## src/verilog/phy_link_pkg.sv

```systemverilog
package phy_link_pkg;

	// Management register numbers.
	localparam logic [4:0] REG_BCTL = 5'h00;
	localparam logic [4:0] REG_ADV = 5'h04;
	localparam logic [4:0] REG_PARTNER = 5'h05;
	localparam logic [4:0] REG_VCTL = 5'h10;
	localparam logic [4:0] REG_IRQ = 5'h11;
	localparam logic [4:0] REG_DIAG = 5'h12;
	localparam logic [4:0] REG_LED = 5'h17;

	// Field positions.
	localparam int BCTL_DUPLEX = 8;
	localparam int BCTL_RESTART = 9;
	localparam int BCTL_ANEG = 12;
	localparam int BCTL_SPEED = 13;
	localparam int ADV_TECH_LO = 5;
	localparam int ADV_ACK = 14;
	localparam int VCTL_POL_REV = 4;
	localparam int VCTL_MANUAL_POL = 5;
	localparam int VCTL_LOOP = 10;
	localparam int VCTL_SQE_DIS = 11;
	localparam int IRQ_EN_LO = 8;
	localparam int DIAG_SPEED = 10;
	localparam int DIAG_DUPLEX = 11;
	localparam int DIAG_FAIL = 12;
	localparam int ACT_LED_LO = 4;

	// Interrupt status bit positions.
	localparam int IRQ_AN_DONE = 0;
	localparam int IRQ_LINK_CHG = 1;
	localparam int IRQ_AN_FAIL = 2;
	localparam int IRQ_JABBER = 3;
	localparam int IRQ_PAGE_RX = 4;
	localparam int IRQ_POL_CHG = 5;

	// Reset values and codes.
	localparam logic [4:0] ADV_SELECTOR = 5'h01;
	localparam logic [3:0] TECH_ALL = 4'hF;
	localparam logic [3:0] TECH_10HD = 4'h1;
	localparam logic [2:0] STRAP_ALL = 3'h7;
	localparam logic [7:0] LED_CFG_RESET = 8'h10;
	localparam logic [3:0] LED_LINK = 4'h0;
	localparam logic [3:0] LED_ACT = 4'h1;
	localparam logic [3:0] LED_SPEED = 4'h2;
	localparam logic [3:0] LED_DUPLEX = 4'h3;
	localparam logic [3:0] LED_COL = 4'h4;
	localparam logic [1:0] MATCH_LAST = 2'h2;

	// Timing, in the unit printed, and derived cycle counts at 40 MHz.
	localparam int CLK_PERIOD_NS = 25;
	localparam int SQE_DELAY_NS = 1000;
	localparam int SQE_WIDTH_NS = 1000;
	localparam int JABBER_IDLE_MS = 500;
	localparam int JABBER_LIMIT_MS = 50;
	localparam int AN_TIMEOUT_MS = 1000;
	localparam logic [6:0] SQE_DELAY_CYC = 7'(SQE_DELAY_NS / CLK_PERIOD_NS);
	localparam logic [6:0] SQE_END_CYC = 7'((SQE_DELAY_NS + SQE_WIDTH_NS) / CLK_PERIOD_NS - 1);
	localparam logic [31:0] JABBER_IDLE_CYC = 32'(JABBER_IDLE_MS * 1000000 / CLK_PERIOD_NS);
	localparam logic [31:0] JABBER_LIMIT_CYC = 32'(JABBER_LIMIT_MS * 1000000 / CLK_PERIOD_NS);
	localparam logic [31:0] AN_TIMEOUT_CYC = 32'(AN_TIMEOUT_MS * 1000000 / CLK_PERIOD_NS);

	typedef enum logic [2:0] {
		AN_OFF = 3'b000,
		AN_ABILITY = 3'b001,
		AN_ACK = 3'b010,
		AN_LINK = 3'b011
	} an_state_t;

	typedef struct packed {
		logic idle10;
		logic idle100;
		logic flp_valid;
		logic [15:0] flp_word;
		logic link_ok;
		logic rx_active;
		logic collision;
		logic inverted;
		logic [3:0] data;
		logic dv;
	} line_rx_t;

	typedef struct packed {
		logic tx_en;
		logic [3:0] txd;
		logic link_pulse;
		logic flp_send;
		logic [15:0] flp_word;
		logic pol_inv;
	} line_tx_t;

endpackage
```

## src/verilog/phy_link_control.sv

```systemverilog
// The address-and-strobe port and the address map were left to the implementer.
`timescale 1ns/1ps

// Notes on behaviour
// - Jabber timeout disables line transmission.
// - Jabber ends after 500 ms MII idle.
// - Link pulses during negotiation and 10M idle.
// - Heartbeat on collision 1 us after 10M transmit ends.
// - Vendor bit 11 disables the heartbeat.
// - Automatic polarity by default, reported back.
// - Manual mode: reverse bit sets polarity.
// - Natural loopback returns transmit data.
// - Collision during loopback returns line data.
// - Negotiation enabled at reset, software clears.
// - Advertisement sent; tech bits from straps.
// - Software may only clear advertised bits.
// - Start pulses at power-on, loss, restart.
// - Idle pattern gives half duplex, matching speed.
// - Three matching words stored as partner.
// - Three acknowledged words pick best technology.
// - Diagnostic bits report speed and duplex.
// - Failure sets diagnostic bit and restarts.
// - Writing restart bit restarts negotiation.
// - Indicators default link and activity, configurable.
// - Interrupt while any status bit set.
// - Enable bits gate each interrupt condition.
// - Reading interrupt register clears status.
module phy_link_control
	import phy_link_pkg::*;
#(
	parameter logic [31:0] JABBER_LIMIT = JABBER_LIMIT_CYC,
	parameter logic [31:0] JABBER_IDLE = JABBER_IDLE_CYC,
	parameter logic [31:0] AN_TIMEOUT = AN_TIMEOUT_CYC
) (
	input wire logic sys_clk_i,
	input wire logic rst_i,
	input wire logic [2:0] technology_straps_i,
	input wire logic [4:0] reg_addr_i,
	input wire logic [15:0] reg_wdata_i,
	input wire logic reg_wr_i,
	input wire logic reg_rd_i,
	output logic [15:0] reg_rdata_o,
	input wire logic tx_en_i,
	input wire logic [3:0] txd_i,
	input wire line_rx_t line_rx_i,
	output line_tx_t line_tx_o,
	output logic mii_col_o,
	output logic [3:0] mii_rxd_o,
	output logic mii_rx_dv_o,
	output logic link_up_o,
	output logic speed_100_o,
	output logic full_duplex_o,
	output logic link_indicator_pin_o,
	output logic activity_indicator_pin_o,
	output logic phy_irq_o
);

	typedef struct packed {
		an_state_t an;
		logic aneg_en;
		logic force_speed;
		logic force_dup;
		logic [3:0] adv_tech;
		logic [15:0] partner;
		logic [15:0] last_word;
		logic [1:0] match_cnt;
		logic [31:0] an_timer;
		logic an_fail;
		logic sqe_dis;
		logic loop_en;
		logic manual_pol;
		logic pol_rev;
		logic [7:0] irq_en;
		logic [7:0] irq_stat;
		logic [7:0] led_cfg;
		logic [31:0] jab_cnt;
		logic jabber;
		logic tx_en_d;
		logic col_seen;
		logic sqe_run;
		logic [6:0] sqe_cnt;
		logic [15:0] rdata;
		line_tx_t tx;
		logic mii_col;
		logic [3:0] mii_rxd;
		logic mii_dv;
		logic link_up;
		logic speed100;
		logic full_dup;
		logic link_led;
		logic act_led;
		logic irq;
	} state_t;

	state_t s;
	state_t n;
	logic [7:0] ev;

	function automatic state_t reset_state(input logic [2:0] straps);
		state_t r;
		r = '0;
		r.aneg_en = 1'b1;
		r.an = AN_ABILITY;
		r.adv_tech = (straps == STRAP_ALL) ? TECH_ALL : TECH_10HD;
		r.led_cfg = LED_CFG_RESET;
		return r;
	endfunction

	function automatic logic led_sel(input logic [3:0] code, input state_t x, input logic act);
		case (code)
			LED_LINK: led_sel = x.link_up;
			LED_ACT: led_sel = act;
			LED_SPEED: led_sel = x.speed100;
			LED_DUPLEX: led_sel = x.full_dup;
			LED_COL: led_sel = x.mii_col;
			default: led_sel = 1'b0;
		endcase
	endfunction

	////////////////////////////////////////////////////////////////////////

	always_comb begin
		logic restart;
		logic go;
		logic fail;
		logic pol;
		logic lb;
		logic [15:0] word;
		logic [3:0] common;
		logic [15:0] r;
		restart = 1'b0;
		go = 1'b0;
		fail = 1'b0;
		pol = 1'b0;
		lb = 1'b0;
		word = '0;
		common = '0;
		r = '0;
		n = s;
		ev = '0;

		if (reg_wr_i) begin
			if (reg_addr_i == REG_BCTL) begin
				n.aneg_en = reg_wdata_i[BCTL_ANEG];
				n.force_speed = reg_wdata_i[BCTL_SPEED];
				n.force_dup = reg_wdata_i[BCTL_DUPLEX];
				restart = reg_wdata_i[BCTL_RESTART];
			end else if (reg_addr_i == REG_ADV) begin
				n.adv_tech = s.adv_tech & reg_wdata_i[ADV_TECH_LO +: 4];
			end else if (reg_addr_i == REG_VCTL) begin
				n.sqe_dis = reg_wdata_i[VCTL_SQE_DIS];
				n.loop_en = reg_wdata_i[VCTL_LOOP];
				n.manual_pol = reg_wdata_i[VCTL_MANUAL_POL];
				n.pol_rev = reg_wdata_i[VCTL_POL_REV];
			end else if (reg_addr_i == REG_IRQ) begin
				n.irq_en = reg_wdata_i[IRQ_EN_LO +: 8];
			end else if (reg_addr_i == REG_LED) begin
				n.led_cfg = reg_wdata_i[7:0];
			end
		end

		// Acknowledge is masked so that words differing only there still match.
		word = line_rx_i.flp_word;
		word[ADV_ACK] = 1'b0;
		common = s.adv_tech & s.partner[ADV_TECH_LO +: 4];
		case (s.an)
			AN_OFF: begin
				n.link_up = line_rx_i.link_ok;
				n.speed100 = s.force_speed;
				n.full_dup = s.force_dup;
				go = n.aneg_en;
			end
			AN_ABILITY: begin
				n.an_timer = s.an_timer + 32'h1;
				n.link_up = 1'b0;
				if (line_rx_i.idle100 || line_rx_i.idle10) begin
					n.an = AN_LINK;
					n.speed100 = line_rx_i.idle100;
					n.full_dup = 1'b0;
					n.link_up = 1'b1;
					n.an_fail = 1'b0;
					ev[IRQ_AN_DONE] = 1'b1;
				end else if (line_rx_i.flp_valid) begin
					if (s.match_cnt != 2'h0 && word == s.last_word) begin
						n.match_cnt = s.match_cnt + 2'h1;
						if (s.match_cnt == MATCH_LAST) begin
							n.partner = line_rx_i.flp_word;
							n.an = AN_ACK;
							n.match_cnt = 2'h0;
							n.an_timer = '0;
							ev[IRQ_PAGE_RX] = 1'b1;
						end
					end else begin
						n.last_word = word;
						n.match_cnt = 2'h1;
					end
				end else if (s.an_timer >= AN_TIMEOUT - 32'h1) begin
					fail = 1'b1;
				end
			end
			AN_ACK: begin
				n.an_timer = s.an_timer + 32'h1;
				if (line_rx_i.flp_valid && line_rx_i.flp_word[ADV_ACK]) begin
					if (s.match_cnt != 2'h0 && word == s.last_word) begin
						n.match_cnt = s.match_cnt + 2'h1;
						if (s.match_cnt == MATCH_LAST) begin
							if (common == 4'h0) begin
								fail = 1'b1;
							end else begin
								n.an = AN_LINK;
								n.link_up = 1'b1;
								n.an_fail = 1'b0;
								n.speed100 = common[3] | common[2];
								n.full_dup = common[3] | (~common[2] & common[1]);
								ev[IRQ_AN_DONE] = 1'b1;
							end
						end
					end else begin
						n.last_word = word;
						n.match_cnt = 2'h1;
					end
				end else if (s.an_timer >= AN_TIMEOUT - 32'h1) begin
					fail = 1'b1;
				end
			end
			AN_LINK: begin
				if (!line_rx_i.link_ok) begin
					n.link_up = 1'b0;
					go = 1'b1;
				end
			end
			default: begin
				n.an = AN_OFF;
			end
		endcase
		if (fail) begin
			n.an_fail = 1'b1;
			ev[IRQ_AN_FAIL] = 1'b1;
			go = 1'b1;
		end
		if (!n.aneg_en) begin
			n.an = AN_OFF;
		end else if (go || restart) begin
			n.an = AN_ABILITY;
			n.link_up = 1'b0;
			n.match_cnt = 2'h0;
			n.an_timer = '0;
		end

		////////////////////////////////////////////////////////////////////
		// jabber entry and exit
		if (s.jabber) begin
			n.jab_cnt = tx_en_i ? 32'h0 : s.jab_cnt + 32'h1;
			if (!tx_en_i && s.jab_cnt >= JABBER_IDLE - 32'h1) begin
				n.jabber = 1'b0;
				n.jab_cnt = '0;
			end
		end else if (tx_en_i) begin
			n.jab_cnt = s.jab_cnt + 32'h1;
			if (s.jab_cnt >= JABBER_LIMIT - 32'h1) begin
				n.jabber = 1'b1;
				n.jab_cnt = '0;
				ev[IRQ_JABBER] = 1'b1;
			end
		end else begin
			n.jab_cnt = '0;
		end

		n.tx_en_d = tx_en_i;
		if (tx_en_i && !s.tx_en_d) begin
			n.col_seen = 1'b0;
		end
		if (tx_en_i && line_rx_i.collision) begin
			n.col_seen = 1'b1;
		end
		if (s.tx_en_d && !tx_en_i && !s.speed100 && !s.sqe_dis && !s.col_seen) begin
			n.sqe_run = 1'b1;
			n.sqe_cnt = '0;
		end else if (s.sqe_run) begin
			n.sqe_cnt = s.sqe_cnt + 7'h1;
			if (s.sqe_cnt == SQE_END_CYC) begin
				n.sqe_run = 1'b0;
			end
		end
		n.mii_col = line_rx_i.collision | (s.sqe_run & (s.sqe_cnt >= SQE_DELAY_CYC));

		lb = s.loop_en && !s.speed100 && !s.full_dup && tx_en_i && !line_rx_i.rx_active;
		lb = lb && !line_rx_i.collision;
		n.mii_rxd = lb ? txd_i : line_rx_i.data;
		n.mii_dv = lb ? 1'b1 : line_rx_i.dv;

		pol = s.manual_pol ? s.pol_rev : line_rx_i.inverted;
		ev[IRQ_POL_CHG] = pol != s.tx.pol_inv;
		n.tx.pol_inv = pol;

		n.tx.tx_en = tx_en_i && !n.jabber;
		n.tx.txd = txd_i;
		n.tx.flp_send = (n.an == AN_ABILITY) || (n.an == AN_ACK);
		n.tx.flp_word = {1'b0, n.an == AN_ACK, 5'h00, s.adv_tech, ADV_SELECTOR};
		n.tx.link_pulse = n.tx.flp_send || (n.link_up && !n.speed100 && !tx_en_i);

		ev[IRQ_LINK_CHG] = n.link_up != s.link_up;
		// clear on read, new event wins
		n.irq_stat = ((reg_rd_i && reg_addr_i == REG_IRQ) ? 8'h00 : s.irq_stat) | (ev & s.irq_en);
		n.irq = |n.irq_stat;

		n.link_led = led_sel(s.led_cfg[3:0], s, tx_en_i | line_rx_i.rx_active);
		n.act_led = led_sel(s.led_cfg[ACT_LED_LO +: 4], s, tx_en_i | line_rx_i.rx_active);

		if (reg_rd_i) begin
			if (reg_addr_i == REG_BCTL) begin
				r[BCTL_ANEG] = s.aneg_en;
				r[BCTL_SPEED] = s.force_speed;
				r[BCTL_DUPLEX] = s.force_dup;
			end else if (reg_addr_i == REG_ADV) begin
				r[ADV_TECH_LO +: 4] = s.adv_tech;
				r[4:0] = ADV_SELECTOR;
			end else if (reg_addr_i == REG_PARTNER) begin
				r = s.partner;
			end else if (reg_addr_i == REG_VCTL) begin
				r[VCTL_SQE_DIS] = s.sqe_dis;
				r[VCTL_LOOP] = s.loop_en;
				r[VCTL_MANUAL_POL] = s.manual_pol;
				r[VCTL_POL_REV] = s.tx.pol_inv;
			end else if (reg_addr_i == REG_IRQ) begin
				r = {s.irq_en, s.irq_stat};
			end else if (reg_addr_i == REG_DIAG) begin
				r[DIAG_FAIL] = s.an_fail;
				r[DIAG_DUPLEX] = s.full_dup;
				r[DIAG_SPEED] = s.speed100;
			end else if (reg_addr_i == REG_LED) begin
				r[7:0] = s.led_cfg;
			end
		end
		n.rdata = r;
	end

	always_ff @(posedge sys_clk_i) begin
		if (rst_i) begin
			s <= reset_state(technology_straps_i);
		end else begin
			s <= n;
		end
	end

	assign reg_rdata_o = s.rdata;
	assign line_tx_o = s.tx;
	assign mii_col_o = s.mii_col;
	assign mii_rxd_o = s.mii_rxd;
	assign mii_rx_dv_o = s.mii_dv;
	assign link_up_o = s.link_up;
	assign speed_100_o = s.speed100;
	assign full_duplex_o = s.full_dup;
	assign link_indicator_pin_o = s.link_led;
	assign activity_indicator_pin_o = s.act_led;
	assign phy_irq_o = s.irq;

	////////////////////////////////////////////////////////////////////////

	localparam int A_SQE_ON = 41;

	a_jabber_blocks_tx: assert property (@(posedge sys_clk_i) disable iff (rst_i)
		s.jabber |-> !line_tx_o.tx_en) else $error("transmit passed during jabber");
	a_sqe_pulse_time: assert property (@(posedge sys_clk_i) disable iff (rst_i)
		$rose(s.sqe_run) |-> ##A_SQE_ON mii_col_o) else $error("heartbeat missing");
	a_sqe_disabled: assert property (@(posedge sys_clk_i) disable iff (rst_i)
		s.sqe_dis && !s.sqe_run |=> !s.sqe_run) else $error("heartbeat while disabled");
	a_manual_pol: assert property (@(posedge sys_clk_i) disable iff (rst_i)
		s.manual_pol |=> line_tx_o.pol_inv == $past(s.pol_rev)) else $error("manual polarity ignored");
	a_loop_data: assert property (@(posedge sys_clk_i) disable iff (rst_i)
		(s.loop_en && !s.speed100 && !s.full_dup && tx_en_i && !line_rx_i.rx_active
		&& !line_rx_i.collision) |=> mii_rxd_o == $past(txd_i) && mii_rx_dv_o)
		else $error("loopback data wrong");
	a_aneg_reset_on: assert property (@(posedge sys_clk_i) disable iff (rst_i)
		$past(rst_i) |-> s.aneg_en && s.an == AN_ABILITY) else $error("negotiation off after reset");
	a_adv_clear_only: assert property (@(posedge sys_clk_i) disable iff (rst_i)
		!$past(rst_i) |-> (s.adv_tech & ~$past(s.adv_tech)) == 4'h0) else $error("advertised bit set");
	a_restart_cmd: assert property (@(posedge sys_clk_i) disable iff (rst_i)
		reg_wr_i && reg_addr_i == REG_BCTL && reg_wdata_i[BCTL_RESTART] && reg_wdata_i[BCTL_ANEG]
		|=> s.an == AN_ABILITY && !link_up_o) else $error("restart ignored");
	a_irq_read_clear: assert property (@(posedge sys_clk_i) disable iff (rst_i)
		reg_rd_i && reg_addr_i == REG_IRQ |=> (s.irq_stat & ~$past(ev)) == 8'h00
		&& (phy_irq_o == |s.irq_stat)) else $error("interrupt status not cleared");
	a_read_window: assert property (@(posedge sys_clk_i) disable iff (rst_i)
		!$past(reg_rd_i) |-> reg_rdata_o == 16'h0000) else $error("read data outside window");

endmodule

```

## config.mk

```make
export PLATFORM = sky130hd
export DESIGN_NAME = phy_link_control
export DESIGN_NICKNAME = d
export VERILOG_FILES = /design/src/verilog/phy_link_pkg.sv /design/src/verilog/phy_link_control.sv
export SDC_FILE = /design/constraint.sdc
export NUM_CORES = 1
export LEC_CHECK = 0
export BUFFER_PORTS_ARGS = -buffer_cell sky130_fd_sc_hd__buf_2
export CAP_MARGIN = 20
export CORE_ASPECT_RATIO = 1.2
export CORE_UTILIZATION = 25
export DETAILED_ROUTE_END_ITERATION = 8
export PLACE_DENSITY = 0.43
export RECOVER_POWER = 25
export SYNTH_ARGS = -nofsm -noshare
export SYNTH_HDL_FRONTEND = slang
export SYNTH_SLANG_ARGS = --single-unit
```

## constraint.sdc

```tcl
create_clock -name sys_clk_i -period 4.6 [get_ports sys_clk_i]
set_clock_uncertainty 0.2 [all_clocks]
set_input_delay 0.46 -clock sys_clk_i [delete_from_list [all_inputs] [get_ports sys_clk_i]]
set_output_delay 0.46 -clock sys_clk_i [all_outputs]
set_load 0.01 [all_outputs]
```

Word-level counts from Yosys, hierarchy flattened
Index checks and enable logic that the tools add are counted.
Widths: inputs -> output; s select.
{"block": "op_classes", "n_addsub": 4, "n_lt_le_gt_ge": 4, "eq_ne": 38, "n_mux": 125, "bitwise": 17, "reduce_logical": 59}
{"operator": "$mux 194", "n": 1}
{"operator": "$mux 66", "n": 2}
{"operator": "$mux 8", "n": 15}
{"operator": "$mux 34", "n": 3}
{"operator": "$pmux 51 s2", "n": 1}
{"operator": "$mux 33", "n": 3}
{"operator": "$mux 16", "n": 6}
{"operator": "$mux 32", "n": 3}
{"operator": "$add 32x1->32 const B", "n": 2}
{"operator": "$mux 3", "n": 20}
{"operator": "$mux 1", "n": 41}
{"operator": "$mux 12", "n": 3}
{"operator": "$ge 32x21->1 const B", "n": 1}
{"operator": "$ge 32x25->1 const B", "n": 1}
{"operator": "$ge 32x26->1 const B", "n": 1}
{"operator": "$mux 4", "n": 8}
{"operator": "$eq 5x5->1 const B", "n": 4}
{"operator": "$logic_and 1x1->1", "n": 18}
{"operator": "$mux 18", "n": 1}
{"operator": "$reduce_and 6->1", "n": 3}
{"operator": "$eq 16x16->1", "n": 1}
{"operator": "$eq 4x2->1 const B", "n": 4}
{"operator": "$ne 2x2->1 const B", "n": 8}
{"operator": "$ne 3x3->1 const B", "n": 5}
{"operator": "41 further kinds", "n": 92}
{"block": "word_totals", "register_bits": 200, "output_inout_bits": 52, "wordCells": 289}

Longest topological paths before layout
{"block": "depth", "word_depth": 16, "depth_mapped": 12}

Least setup slack after synthesis
Ideal clock, no wire load.
{"block": "synth_path", "kind": "reg-to-reg", "from": "register s[156] in the netlist's numbering", "to": "register s[142] in the netlist's numbering", "setup_ps": 119, "arrival_ps": 2243, "t_required_ps": 4281, "path_slack_ps": 2038, "stages_incl_launch_ff": 13, "n_path_buf": 3, "synth_period_minus_slack_ps": 2562, "cell_sequence": "dfxtp_1 -> inv_1 -> ha_1 -> nor2_1 -> nand4_1 -> nor4_4 -> nand3_1 -> nor2b_1 -> buf_2 -> or3_1 -> buf_6 -> buf_12 -> nor2_4"}
{"block": "synth_via", "elab_chain_len": 9, "elab_cells_between_ends": 16, "cone_classes": "1 x eq/ne; 12 x mux; 3 x reduce/logical"}
{"item": "start: declaration", "line": "phy_link_control.sv:95", "rtl": "state_t s;"}
{"item": "start signal: assignment", "line": "phy_link_control.sv:340", "rtl": "s <= reset_state(technology_straps_i);"}
{"item": "start signal: assignment", "line": "phy_link_control.sv:342", "rtl": "s <= n;"}
{"item": "$eq 2x2->1 / $reduce_bool 2->1 (equally long branches)"}
{"item": "$mux 1 / $logic_and 1x1->1 (equally long branches)", "line": "phy_link_control.sv:206, phy_link_control.sv:184, phy_link_control.sv:204"}
{"item": "$mux 1", "line": "phy_link_control.sv:204", "rtl": "if (s.match_cnt != 2'h0 && word == s.last_word) begin"}
{"item": "$mux 1", "line": "phy_link_control.sv:203", "rtl": "if (line_rx_i.flp_valid && line_rx_i.flp_word[ADV_ACK]) begin"}
{"item": "$pmux 1 s2", "line": "phy_link_control.sv:166", "rtl": "case (s.an)"}
{"item": "$mux 1", "line": "phy_link_control.sv:236", "rtl": "if (fail) begin"}
{"item": "$logic_or 1x1->1", "line": "phy_link_control.sv:243", "rtl": "end else if (go || restart) begin"}
{"item": "$mux 34", "line": "phy_link_control.sv:243"}
{"item": "$mux 34 *", "line": "phy_link_control.sv:241", "rtl": "if (!n.aneg_en) begin"}
Mark *: on every way between the ends. The rest lies on a longest branch, timed or not. The select of a mux whose other input is x is not followed.
A chain may end at the register's enable or synchronous reset.

Worst setup path in the final report
{"block": "layout_path", "from": "register s[156] in the netlist's numbering", "to": "register s, in the netlist line_tx_o[17]"}
{"block": "layout_via", "elab_chain_len": 11, "elab_cells_between_ends": 22, "cone_classes": "3 x eq/ne; 15 x mux; 4 x reduce/logical"}
{"item": "$eq 2x2->1 / $reduce_bool 2->1 (equally long branches)"}
{"item": "$mux 1 / $logic_and 1x1->1 (equally long branches)", "line": "phy_link_control.sv:206, phy_link_control.sv:184, phy_link_control.sv:204"}
{"item": "$mux 1", "line": "phy_link_control.sv:204"}
{"item": "$mux 1", "line": "phy_link_control.sv:203"}
{"item": "$pmux 1 s2", "line": "phy_link_control.sv:166"}
{"item": "$mux 1", "line": "phy_link_control.sv:236"}
{"item": "$logic_or 1x1->1", "line": "phy_link_control.sv:243"}
{"item": "$mux 3 *", "line": "phy_link_control.sv:243"}
{"item": "$mux 3 *", "line": "phy_link_control.sv:241"}
{"item": "$eq 3x1->1 / $eq 3x2->1 (equally long branches)", "line": "phy_link_control.sv:298", "rtl": "n.tx.flp_send = (n.an == AN_ABILITY) || (n.an == AN_ACK);"}
{"item": "$logic_or 1x1->1 *", "line": "phy_link_control.sv:298"}
Mark *: on every way between the ends. The rest lies on a longest branch, timed or not.

==> metrics.cfg <==
[logic_synthesis]
netlist_top_cells_count = 186 x dfxtp_1, 106 x nor2_1, 74 x nand2_1, 53 x mux2i_1, 48 x nor3_1
async_flop_share = 0
synth_top_area_frac = 0.422
synth_cells = 961
yosys.area.top_type = dfxtp_1
synth_warnings = 0
synth.distinct_cells = 69
syn_avg_cell_area_sq_um = 9.19
synthMostInstantiatedCell = dfxtp_1
yosys-top-cells-area = dfxtp_1 42%, mux2i_1 6.0%, nor2_1 4.5%, buf_4 3.9%, xor2_1 3.9%
netlist_area_sq_um = 8830
synth_top_flop_cell = dfxtp_1
synth_seq_cells = 190
synth_edf_count = 4
synth-seq-area-share = 0.435

[clocking]
cts_buffers = 17
post_cts_buffers = 0
clockRootBuffer = clkbuf_16
clock_sinks = 190
clk_latency_ps = 460
htreeDepth = 4
clock_path_buffers = 2
clk_pin_slew_ps = 80
cts_tree = done

[timing]
finalCritPeriodShare = 0.660
grt_setup_unrepaired = false
fin_tns_setup_ps = 0
hold_violations = 0
slew_viol_final = 74
worst_pin_slew_ps = 1630
slew_headroom = -0.0898
setup_violations = 0
post-route-min-period_ps = 3040
fmax_ghz = 0.329

[layout]
area_growth_pct = 15.1
fill_cells = 3796
fin_nets = 1104
drive_gt1_frac = 0.145
finalInstanceArea_sq_um = 10200

[route]
drtPass1Iterations = 5
vias_per_cell = 4.56
drtAntennaViolNets = 0
routed_wl_um = 24500
drc = 0
num_vias = 6888
wl_per_cell_um = 16.2
drt-initial-drc-count = 333

[critical_path]
crit_family = simple AND/OR/NAND/NOR gates
path_cells = inv_1 > ha_1 > nor2_1 > nand4_1 > nor4_4 > nand4_1 > a211o_1 > and3_1 > nor3_1
cpPeakStageDelay_ps = 630
path_max_fanout = 9
worstSetupStartpoint = s[156]
cp.arrival_ps = 3150
crit_type = register to register
rr_startpoint = s[156]
cp.buffers_inverters = 1
cp_common_cell = nand4_1
cp.required_ps = 4720
end_kind = register
cp_slowest_cell = nor4_4
cp-start-kind = register

[grt]
antenna_found_initial = 2
grt_pass1_wl_um = 38200
grt_usage = 0.139
first_global_vias = 6722
gr-total-overflow = 0
grt_start_max_net_pins = 74

[status]
violations = capacitance limit, slew limit
status = finished with violations

[flow_run]
max-cap-violations = 1

[die]
die_area_sq_um = 36100
initial_core_util = 0.253
dieHeight_um = 208
core_area_sq_um = 34900
die_w_um = 174
io_pins = 113
fp-row-count = 75

[placement]
io_buffers = 102
gp_congestion = 0.838
dpl-instance-area_sq_um = 9530
dp_hpwl_um = 18100

[power_and_ir_drop]
powerDensity_nw_per_um2 = 339
vdd_drop_max_mv = 0.282
p_leak_nw = 3.66

[worst_hold_path]
hp-start = txd_i[1]
hold_path.class = primary input to register

## routing by layer
metal / GRT usage / share of wire
met1: 0.169 / 0.45
met5: 0 / 0.00033
met3: 0.0325 / 0.029
met4: 0.0605 / 0.030
met2: 0.235 / 0.49
## power by group
part	internal (mW)	switching, mW	total (mW)
sequential	1.68	0.0309	1.71
clock	0.735	0.768	1.50
combinational	0.0858	0.149	0.235
## placed cells by master, fill, tap and decap left out, drive strengths merged, types with 6 or more instances in the layout
master	synthesis	layout
xnor2	36	36
ha	7	7
dfxtp	186	186
nor3	48	48
xor2	39	39
buf	61	73
mux2i	53	53
conb	1	18
nand2	74	74
nand3	42	42
o21ai	23	23
nor2b	18	18
a31oi	9	9
nor4	6	6
nor2	135	135
clkbuf	19	56
and3	16	16
nand4	25	25
dlygate4sd3	0	7
and2	9	9
inv	17	27
a21oi	36	36
nand3b	6	6
a22oi	14	14
## path summary, 6_finish.rpt
check                   to  slack (ps)  cells past startpoint
max          line_tx_o[17]        1560                      9
min          line_tx_o[20]          30                      2
max reg2reg  line_tx_o[17]        1560                      9
min reg2reg         s[117]         270                      2
## kinds of logic (layout without fill, tap and decap cells)
kind of cell               count (synthesis)  after routing  synth area share
and+or+nand+nor                          408            408             0.249
DFF                                      190            190             0.435
AOI/OAI and AO/OA                        128            128            0.0980
buffers and inverters                     97            168            0.0683
xor gates and xnor gates                  75             75            0.0744
muxes                                     55             55            0.0652
adders and majority gates                  7              7           0.00992
other                                      1             19          0.000425
## per-stage QoR
stage / setup WS, ps / util / std cells / power [mW] / hold WS, ps
after detailed placement: 1390 / 0.273 / 1471 / 1.98 / 257
after CTS: 1490 / 0.292 / 1510 / 3.52 / 7.21
after global routing: 1340 / 0.291 / 1511 / 3.61 / 28.5
after floorplan: 2040 / - / 978 / 1.91 / 223
after global placement: 1320 / 0.273 / 1471 / 1.98 / 250
final: 1560 / 0.291 / 1512 / 3.45 / 32.7
## final cells by class
type,count,area (sq um),share of cell area
antenna,1,2.50,0.000246
clock buffer,17,425,0.0419
clock inverter,15,168,0.0165
inverter,17,63.8,0.00628
multi-input combinational,691,4460,0.438
sequential,190,3840,0.378
tap,462,578,0.0569
timing repair buffer,119,626,0.0616
## state kept, by name, indices dropped and copies added (netlist names), 4 cells and up
signal,cells
s,144
line_tx_o,14
reg_rdata_o,16
n,4
mii_rxd_o,4
## repair_timing
action,in CTS,in global routing
gates resized for setup,0,0
endpoints found under the hold margin,7,0
hold buffers,7,0
Power figures use the tool's default switching activity.
